--- config.mk ---
export PLATFORM = sky130hd
export DESIGN_NAME = sec_spi_eeprom_command_front
export DESIGN_NICKNAME = d
export VERILOG_FILES = /design/src/hdl/sec_spi_eeprom_command_front.v
export VERILOG_INCLUDE_DIRS = /design/src /design/src/pkg
export SDC_FILE = /design/constraint.sdc
export NUM_CORES = 1
export LEC_CHECK = 0
export ABC_AREA = 0
export ABC_CLOCK_PERIOD_IN_PS = 4600
export BUFFER_PORTS_ARGS = -buffer_cell sky130_fd_sc_hd__buf_4
export CORE_AREA = 2 2 81 83
export DETAILED_ROUTE_END_ITERATION = 10
export DIE_AREA = 0 0 83 85
export HOLD_SLACK_MARGIN = 0.1
export PLACE_DENSITY_LB_ADDON = 0.05
export SYNTH_ARGS = -nofsm -noshare
export SYNTH_HDL_FRONTEND = slang
export SYNTH_SLANG_ARGS = --single-unit
--- constraint.sdc ---
create_clock -name i_core_clk -period 4.6 [get_ports i_core_clk]
set_input_delay 0.69 -clock i_core_clk [delete_from_list [all_inputs] [get_ports i_core_clk]]
set_output_delay 0.69 -clock i_core_clk [all_outputs]
set_load 0.1 [all_outputs]
--- src/pkg/sec_defs.vh ---
`ifndef SEC_DEFS_VH
`define SEC_DEFS_VH

// ----------------------------------------
// Instruction codes
// ----------------------------------------
`define SEC_OP_SET_WEL    8'h06
`define SEC_OP_CLR_WEL    8'h04
`define SEC_OP_RD_STATUS  8'h05
`define SEC_OP_WR_STATUS  8'h01
`define SEC_OP_RD_MEM     8'h03
`define SEC_OP_WR_MEM     8'h02
`define SEC_OP_RD_IDPAGE  8'h83
`define SEC_OP_WR_IDPAGE  8'h82

// ----------------------------------------
// Protected range starts
// ----------------------------------------
`define SEC_PROT_QUARTER  11'h600
`define SEC_PROT_HALF     11'h400
`define SEC_PROT_WHOLE    11'h000

// ----------------------------------------
// Address field layout
// ----------------------------------------
`define SEC_ADDR_MSB      10
`define SEC_ID_ADDR_MSB   4
`define SEC_LOCK_ADDR     16'h0400

// ----------------------------------------
// Status bit positions and reset values
// ----------------------------------------
`define SEC_ST_BUSY       0
`define SEC_ST_WEL        1
`define SEC_ST_BP_LO      2
`define SEC_ST_BP_HI      3
`define SEC_ST_SRWD       7
`define SEC_WEL_RST       1'b0

`endif

--- src/hdl/sec_spi_eeprom_command_front.v ---
`timescale 1ns/1ps
`include "sec_defs.vh"

module sec_spi_eeprom_command_front #(
	parameter ID_PAGE_EN = 1
) (
	input  wire        i_core_clk,
	input  wire        i_sys_rst,
	input  wire        i_sclk,
	input  wire        i_cs_n,
	input  wire        i_mosi,
	input  wire        i_hold_n,
	input  wire        i_wp_n,
	input  wire        i_write_done,
	input  wire        i_srwd,
	input  wire        i_protect_bit_hi,
	input  wire        i_protect_bit_lo,
	output reg         o_miso_oe,
	output reg         o_busy_flag,
	output reg         o_write_enable_latch,
	output reg         o_mem_write_go,
	output reg         o_status_write_go,
	output reg         o_idpage_write_go,
	output reg         o_idpage_lock_go,
	output reg         o_read_go,
	output reg  [7:0]  o_opcode,
	output reg  [10:0] o_addr,
	output reg  [7:0]  o_data,
	output reg         o_data_valid,
	output reg         o_wait
);

// ----------------------------------------
// Input synchronisers
// ----------------------------------------
reg [1:0] sclk_sync_reg;
reg [1:0] cs_sync_reg;
reg [1:0] mosi_sync_reg;
reg [1:0] hold_sync_reg;
reg [1:0] wp_sync_reg;
reg       sclk_d_reg;
reg       cs_d_reg;
reg       hold_d_reg;

always @(posedge i_core_clk or posedge i_sys_rst) begin
	if (i_sys_rst) begin
		sclk_sync_reg <= 2'h0;
		cs_sync_reg   <= 2'h3;
		mosi_sync_reg <= 2'h0;
		hold_sync_reg <= 2'h3;
		wp_sync_reg   <= 2'h3;
		sclk_d_reg    <= 1'b0;
		cs_d_reg      <= 1'b1;
		hold_d_reg    <= 1'b1;
	end else begin
		sclk_sync_reg <= {sclk_sync_reg[0], i_sclk};
		cs_sync_reg   <= {cs_sync_reg[0], i_cs_n};
		mosi_sync_reg <= {mosi_sync_reg[0], i_mosi};
		hold_sync_reg <= {hold_sync_reg[0], i_hold_n};
		wp_sync_reg   <= {wp_sync_reg[0], i_wp_n};
		sclk_d_reg    <= sclk_sync_reg[1];
		cs_d_reg      <= cs_sync_reg[1];
		hold_d_reg    <= hold_sync_reg[1];
	end
end

wire sclk_s  = sclk_sync_reg[1];
wire cs_s    = cs_sync_reg[1];
wire mosi_s  = mosi_sync_reg[1];
wire hold_s  = hold_sync_reg[1];
wire wp_s    = wp_sync_reg[1];
wire sclk_rise = sclk_s & ~sclk_d_reg;
wire sclk_fall = ~sclk_s & sclk_d_reg;
wire cs_fall   = ~cs_s & cs_d_reg;
wire cs_rise   = cs_s & ~cs_d_reg;

// ----------------------------------------
// Protocol states
// ----------------------------------------
localparam ST_IDLE = 3'h0;
localparam ST_OP   = 3'h1;
localparam ST_ADDR = 3'h2;
localparam ST_DATA = 3'h3;
localparam ST_WAIT = 3'h4;
localparam ST_READ = 3'h5;

reg [2:0]  state_reg;
reg [2:0]  bit_cnt_reg;
reg [7:0]  shift_reg;
reg [15:0] addr_reg;
reg        addr_byte_reg;
reg        armed_reg;
reg        selected_reg;
reg        paused_reg;
reg        byte_end_reg;
reg        data_seen_reg;
reg        write_ok_reg;

// Deselect in hold resets too; only a whole write survives it
wire opcode_done = sclk_rise & (bit_cnt_reg == 3'h7);

// Range
reg prot_hit;
always @* begin
	case ({i_protect_bit_hi, i_protect_bit_lo})
		2'h1:    prot_hit = addr_reg[10:0] >= `SEC_PROT_QUARTER;
		2'h2:    prot_hit = addr_reg[10:0] >= `SEC_PROT_HALF;
		2'h3:    prot_hit = addr_reg[10:0] >= `SEC_PROT_WHOLE;
		default: prot_hit = 1'b0;
	endcase
end

// Protect bits frozen when guard active
wire status_locked = i_srwd & ~wp_s;
wire active = selected_reg & ~paused_reg;

always @(posedge i_core_clk or posedge i_sys_rst) begin
	if (i_sys_rst) begin
		state_reg            <= ST_IDLE;
		bit_cnt_reg          <= 3'h0;
		shift_reg            <= 8'h00;
		addr_reg             <= 16'h0000;
		addr_byte_reg        <= 1'b0;
		armed_reg            <= 1'b0;
		selected_reg         <= 1'b0;
		paused_reg           <= 1'b0;
		byte_end_reg         <= 1'b0;
		data_seen_reg        <= 1'b0;
		write_ok_reg         <= 1'b0;
		o_miso_oe            <= 1'b0;
		o_busy_flag          <= 1'b0;
		o_write_enable_latch <= `SEC_WEL_RST;
		o_mem_write_go       <= 1'b0;
		o_status_write_go    <= 1'b0;
		o_idpage_write_go    <= 1'b0;
		o_idpage_lock_go     <= 1'b0;
		o_read_go            <= 1'b0;
		o_opcode             <= 8'h00;
		o_addr               <= 11'h000;
		o_data               <= 8'h00;
		o_data_valid         <= 1'b0;
		o_wait               <= 1'b0;
	end else begin
		o_mem_write_go    <= 1'b0;
		o_status_write_go <= 1'b0;
		o_idpage_write_go <= 1'b0;
		o_idpage_lock_go  <= 1'b0;
		o_read_go         <= 1'b0;
		o_data_valid      <= 1'b0;
		if (cs_s)
			armed_reg <= 1'b1;
		if (i_write_done)
			o_busy_flag <= 1'b0;
		if (i_write_done & o_busy_flag)
			o_write_enable_latch <= 1'b0;
		// Hold entry and exit only while clock low
		if (selected_reg & ~sclk_s & ~hold_s & hold_d_reg)
			paused_reg <= 1'b1;
		else if (paused_reg & ~sclk_s & hold_s)
			paused_reg <= 1'b0;
		if (cs_fall & armed_reg) begin
			selected_reg  <= 1'b1;
			state_reg     <= ST_OP;
			bit_cnt_reg   <= 3'h0;
			addr_byte_reg <= 1'b0;
			byte_end_reg  <= 1'b0;
			data_seen_reg <= 1'b0;
			paused_reg    <= 1'b0;
		end else if (cs_rise & selected_reg) begin
			// Execute only at byte boundary, whole bytes
			if (byte_end_reg & (bit_cnt_reg == 3'h0) & write_ok_reg) begin
				case (o_opcode)
					`SEC_OP_SET_WEL:   o_write_enable_latch <= 1'b1;
					`SEC_OP_CLR_WEL:   o_write_enable_latch <= 1'b0;
					`SEC_OP_WR_STATUS: begin
						if (data_seen_reg) begin
							o_status_write_go <= 1'b1;
							o_busy_flag       <= 1'b1;
						end
					end
					`SEC_OP_WR_MEM: begin
						if (data_seen_reg) begin
							o_mem_write_go <= 1'b1;
							o_busy_flag    <= 1'b1;
						end
					end
					`SEC_OP_WR_IDPAGE: begin
						if (data_seen_reg & addr_reg[`SEC_ADDR_MSB]) begin
							o_idpage_lock_go <= 1'b1;
							o_busy_flag      <= 1'b1;
						end else if (data_seen_reg) begin
							o_idpage_write_go <= 1'b1;
							o_busy_flag       <= 1'b1;
						end
					end
					default: o_wait <= 1'b0;
				endcase
			end
			selected_reg <= 1'b0;
			paused_reg   <= 1'b0;
			state_reg    <= ST_IDLE;
			o_wait       <= 1'b0;
			o_miso_oe    <= 1'b0;
		end else if (active) begin
			if (sclk_fall & (state_reg == ST_READ))
				o_miso_oe <= 1'b1;
			if (sclk_rise) begin
				// Any later edge spoils the boundary
				byte_end_reg <= (bit_cnt_reg == 3'h7);
				bit_cnt_reg  <= bit_cnt_reg + 3'h1;
				shift_reg    <= {shift_reg[6:0], mosi_s};
			end
			if (opcode_done) begin
				case (state_reg)
					ST_OP: begin
						o_opcode <= {shift_reg[6:0], mosi_s};
						write_ok_reg <= o_write_enable_latch;
						case ({shift_reg[6:0], mosi_s})
							`SEC_OP_SET_WEL,
							`SEC_OP_CLR_WEL: begin
								state_reg <= ST_WAIT;
								write_ok_reg <= 1'b1;
							end
							`SEC_OP_RD_STATUS: state_reg <= ST_READ;
							`SEC_OP_WR_STATUS: begin
								state_reg <= ST_DATA;
								if (status_locked)
									write_ok_reg <= 1'b0;
							end
							`SEC_OP_RD_MEM,
							`SEC_OP_WR_MEM: state_reg <= ST_ADDR;
							`SEC_OP_RD_IDPAGE,
							`SEC_OP_WR_IDPAGE: begin
								if (ID_PAGE_EN != 0)
									state_reg <= ST_ADDR;
								else begin
									state_reg <= ST_WAIT;
									o_wait    <= 1'b1;
								end
							end
							default: begin
								state_reg <= ST_WAIT;
								o_wait    <= 1'b1;
							end
						endcase
					end
					ST_ADDR: begin
						addr_reg      <= {addr_reg[7:0], shift_reg[6:0], mosi_s};
						addr_byte_reg <= 1'b1;
						if (addr_byte_reg) begin
							o_addr    <= addr_reg[2:0] == 3'h0 ?
								{3'h0, shift_reg[6:0], mosi_s} :
								{addr_reg[2:0], shift_reg[6:0], mosi_s};
							state_reg <= (o_opcode == `SEC_OP_RD_MEM ||
								o_opcode == `SEC_OP_RD_IDPAGE) ? ST_READ : ST_DATA;
							o_read_go <= (o_opcode == `SEC_OP_RD_MEM ||
								o_opcode == `SEC_OP_RD_IDPAGE);
						end
					end
					ST_DATA: begin
						o_data        <= {shift_reg[6:0], mosi_s};
						o_data_valid  <= write_ok_reg;
						data_seen_reg <= 1'b1;
						// Protected target refuses the whole write
						if (o_opcode == `SEC_OP_WR_MEM && prot_hit)
							write_ok_reg <= 1'b0;
						if (o_opcode == `SEC_OP_WR_IDPAGE &&
							addr_reg != `SEC_LOCK_ADDR &&
							addr_reg[15:`SEC_ID_ADDR_MSB+1] != 11'h000)
							write_ok_reg <= 1'b0;
					end
					default: o_wait <= o_wait;
				endcase
			end
		end else if (paused_reg)
			o_miso_oe <= 1'b0;
	end
end

endmodule

Word level (Yosys, flattened, before mapping):

Index checks and enable logic that the tools add are counted.

* memory bits (read-only): 0
* memories: 0
* output and inout port bits: 37
* bits of input ports: 11
* bits in writable memories: 0
* latch bits: 0
* register bits: 86

* muxes and demuxes: 90
* multipliers: 0
* bitwise logic cells: 28
* div/mod/pow operators: 0
* shifts and indexed selects: 0
* reductions and logical operators: 38
* $lt $le $gt $ge: 3
* equality and inequality tests: 29
* $add $sub $neg: 1

Operators by type and width (number)
* 2-to-1 mux 1 bit: 72
* equality test 8 x 3 -> 1 bit (second input constant): 5
* equality test 8 x 2 -> 1 bit (second input constant): 4
* equality test 8 bit (second input constant): 4
* 2-to-1 mux 3 bit: 10
* >= comparator 11 bit (second input constant): 2
* AND reduction 5 bit: 4
* nonzero test 2 bit: 10
* AND 1 bit: 19
* equality test 8 x 1 -> 1 bit (second input constant): 2
* != test 16 x 11 -> 1 bit (second input constant): 1
* AND reduction 4 bit: 4
* AND reduction 6 bit: 2
* >= comparator 11 x 1 -> 1 bit (second input constant): 1
* 2-to-1 mux 11 bit: 1
* nonzero test 11 bit: 1
* NOT 1 bit: 9
* one-hot mux 3 bit (3 select lines): 1
* nonzero test 3 bit: 3
* one-hot mux 1 bit (2 select lines): 4
* nonzero test 4 bit: 2
* OR reduction 8 bit: 1
* equality test 3 x 2 -> 1 bit (second input constant): 2
* equality test 3 bit (second input constant): 2
* 17 further kinds: 23

Logic depth before layout (Yosys ltp):

* word-level depth: 9
* gate-level depth with buffers: 7

Worst setup path before layout:

Ideal clock, no wire load.

* kind: register to register
* start point: register o_opcode[6]
* end point: register write_ok_reg
* setup time: 0.126 ns
* stages on the path, launching flop included: 6
* path buffers: 0
* clock period less this slack: 2.199 ns
* data arrival time: 2.072 ns
* slack: 2.401 ns
* cell sequence: dfrtp_1 > nor4_1 > nor2b_1 > and4_1 > a41oi_1 > a311o_1

* longest elaborated chain between the ends: 5
* elaborated cells between the ends (all ways): 9
* those cells by class: 3 x eq/ne; 2 x mux; 4 x reduce/logical

RTL lines
* start, declared: line sec_spi_eeprom_command_front.v:26 `output reg [7:0] o_opcode,`
* start signal, assigned: line sec_spi_eeprom_command_front.v:216 `o_opcode <= {shift_reg[6:0], mosi_s};`
* equality test 8 bit
* logical AND 1 bit (no line)
* logical AND 1 bit: line sec_spi_eeprom_command_front.v:267 `` if (o_opcode == `SEC_OP_WR_IDPAGE && ``
* != test 3 bit (no line) or 2-to-1 mux 1 bit (tied branches)
* AND reduction 6 bit (no line) or one-hot mux 1 bit (2 select lines) (tied branches)
* end signal, assigned: line sec_spi_eeprom_command_front.v:217 `write_ok_reg <= o_write_enable_latch;`
* end, declared: line sec_spi_eeprom_command_front.v:97 `reg write_ok_reg;`

Several ways; a longest one is shown, not always the timed one.
A chain may end at the register's enable or synchronous reset.

Final worst setup path:

* start point: register cs_sync_reg[1]
* end point: register o_addr[0]

* longest elaborated chain between the ends: 5
* elaborated cells between the ends (all ways): 8
* those cells by class: 7 x bitwise; 1 x reduce/logical

RTL lines
* start, declared: line sec_spi_eeprom_command_front.v:37 `reg [1:0] cs_sync_reg;`
* start signal, assigned: line sec_spi_eeprom_command_front.v:57 `cs_sync_reg <= {cs_sync_reg[0], i_cs_n};`
* NOT 1 bit: line sec_spi_eeprom_command_front.v:74 `wire cs_fall = ~cs_s & cs_d_reg;`
* AND 1 bit: line sec_spi_eeprom_command_front.v:74
* AND 1 bit: line sec_spi_eeprom_command_front.v:161 `if (cs_fall & armed_reg) begin`
* NOT 1 bit (no line)
* AND reduction 6 bit (no line) *
* end signal, assigned: line sec_spi_eeprom_command_front.v:251 `o_addr <= addr_reg[2:0] == 3'h0 ?`
* end, declared: line sec_spi_eeprom_command_front.v:27 `output reg [10:0] o_addr,`

Every way passes the cells marked *; elsewhere a longest branch is shown, timed or not.

==> summary.txt <==
Worst setup EP type: register
Pins Over Slew Limit: 0
Post-Syn Area per Cell: 13.3 um^2
wire per inst: 16.6 um
initial drt markers: 141
crit-path cells: nand3b_1, nand2_1, nor3_4, nand2_1, mux2_1
GRT Util Overall: 19.8%
Max Cap Viol: 0
floorplan core area: 6200 um^2
Synth area leader: dfrtp_1
CP Launch Type: register
top cell type's share of synthesized area: 56.4%
Post-CTS Hold Buffers: 0
Routed WL: 6540 um
diode count: 0
min-delay src: hold_sync_reg[0]$_DFF_PP1_
Worst Setup SP: cs_sync_reg[1]$_DFF_PP1_
Synth cell types: 47
gate count of the mapped netlist: 260
Die Area: 7060 um^2
later-pin clock latency in the skew report: 0.34 ns
remaining global-route overflow: 0
chip height: 85 um
P_leak: 2.03 nW
DRC: 0
vias in the first global route: 2174
vias per std cell: 5.56
H-tree levels: 3
syn nets: 274
Critical Path Slowest Stage Cell: nor3_4
Hold Path Class: reg2reg
initial antenna violation count: 0
Most common cell on crit path: nand2_1
IO Pins: 48
crit-path max FO: 18
share of the yosys chip area belonging to registers: 62.5%
Max VDD drop: 0.282 mV
CTS sink cnt: 86
clk_skew: 0.00884 ns
number of enable flip-flop cells after synthesis: 0
Chip Width: 83 um
min cycle time layout: 2.83 ns
Area Growth Syn to Fin: 17.3%
port bufs: 47
register bit count reported by yosys: 86
Critical Path RT: 4.83 ns
Post CTS Setup Buffer Count: 0
Setup CP Type: reg2reg
share of cells above drive strength 1: 37.3%
Slew @ Worst Pin: 0.935 ns
YS warnings: 0
async set-or-reset flop fraction in the synthesized netlist: 100%
Final #Nets: 325
Worst slew margin: 37.6%
DRT Pass-1 Iters: 4
gpl congestion: 0.854
post-synthesis cell area: 3460 um^2
final hold slack: 0.359 ns
reg-to-reg startpoint: cs_sync_reg[1]$_DFF_PP1_
first-pass GRT wire length: 11000 um
RSZ-0062 raised after global routing: false
WP data arrival: 3.06 ns
hpwl dp: 4630 um
TritonCTS Buffers: 9
Initial Util: 55.8%
Setup TNS Final: 0 ns
slowest stage delay, CP: 0.69 ns
top post-synthesis cells by area: dfrtp_1, mux2_2, dfstp_2, mux2_1, nand2_1
vias: 2185
largest net degree at the start of global routing: 58
num rows: 29
Clock Path Buffers: 2
clock root buffer: clkbuf_8
Inst Count DP: 377
max reg flops: 16
Post-Layout Cell Count: 393
final setup violation count: 0
TritonCTS clock tree: done
fmax: 354 MHz
Resized cells post-CTS: 0
Clk pin slew, worst setup/hold paths: 0.09 ns
Fillers: 483
power density of the placed cells: 361 nW/um^2
status: finished clean
DRT antenna net count: 0
Final Hold Fails: 0
predominant post-synthesis flop cell: dfrtp_1
final worst path period share: 61.4%
## cell type report
type	instances	area [um^2]	share of cell area [%]
clock buffer	10	128	3.14
inverter	10	38.8	0.956
sequential	86	2160	53.3
timing repair buffer	48	360	8.88
clock inverter	6	46.3	1.14
tap	77	96.3	2.37
multi-input combinational	156	1230	30.2
## final timing paths
check / endpoint / slack [ns] / cells past startpoint
setup / recovery: o_addr[0]$_DFFE_PP0P_ / 1.77 / 5
hold / removal: hold_sync_reg[1]$_DFF_PP1_ / 0.36 / 0
setup reg to reg: o_addr[0]$_DFFE_PP0P_ / 1.77 / 5
hold reg to reg: hold_sync_reg[1]$_DFF_PP1_ / 0.36 / 0
max in group asynchronous: o_opcode[7]$_DFFE_PP0P_ / 3.16 / 3
min in group asynchronous: mosi_sync_reg[0]$_DFF_PP0_ / 0.53 / 2
## logic make-up (layout without fill, tap and decap cells)
logic type / after synthesis / in the layout / synth area share [%]
adders and majority gates: 3 / 3 / 1.09
buffers and inverters: 18 / 74 / 2.03
muxes: 49 / 49 / 15.9
DFF: 86 / 86 / 62.5
AOI/OAI and AO/OA: 30 / 30 / 5.57
and+or+nand+nor: 74 / 74 / 12.9
## metrics by stage
step	area [um^2]	setup slack (ns)	power (mW)	util (%)
final	4060	1.77	1.46	65.4
after global routing	4060	1.56	1.54	65.4
after CTS	4060	1.74	1.48	65.4
after detailed placement	3880	1.75	1.02	62.6
after global placement	3880	1.83	1.01	62.6
after floorplan	3460	1.70	0.962	-
## worst max-delay path: cells and delay by family (launching register included)
family,cells,cell delay [ns]
AND/OR/NAND/NOR,4,1.67
flip-flops,1,0.57
multiplexers,1,0.47
## cells in the final DEF, fill, tap and decap left out, types with 6 or more instances in the layout
cell / synthesis / layout
dfstp_2: 8 / 8
dfrtp_1: 78 / 78
mux2_2: 39 / 39
nor2b_1: 6 / 6
nand2_1: 15 / 15
inv_1: 10 / 9
mux2_1: 9 / 9
a21oi_1: 8 / 8
buf_4: 0 / 48
nor2_1: 14 / 14
o21ai_0: 7 / 7
clkbuf_8: 0 / 9
## layer usage
layer	up-vias	wire length, um	part of all wire [%]	track usage, %
met5	-	0	0	0
met1	1067	3240	50	31.1
met3	14	382	5.8	4.38
met2	74	2760	42	26.5
li1	1030	-	-	-
met4	0	158	2.4	8.49
## synthesized netlist by cell type, types with 4 or more instances
cell and n:
dfrtp_1 78, dfstp_2 8, inv_1 10, o21ai_0 7
mux2_1 9, clkbuf_1 5, nand3_1 5, nor3_1 4
nor2b_1 6, a21oi_1 8, mux2_2 39, nor2_1 14
nand2_1 15, nor4_1 5
## where the power goes
| part | switching [mW] | internal [mW] |
|---|---|---|
| Clock | 0.267 | 0.199 |
| Combinational | 0.0694 | 0.0655 |
| Sequential | 0.0676 | 0.797 |
(Power assumes the default switching activity.)
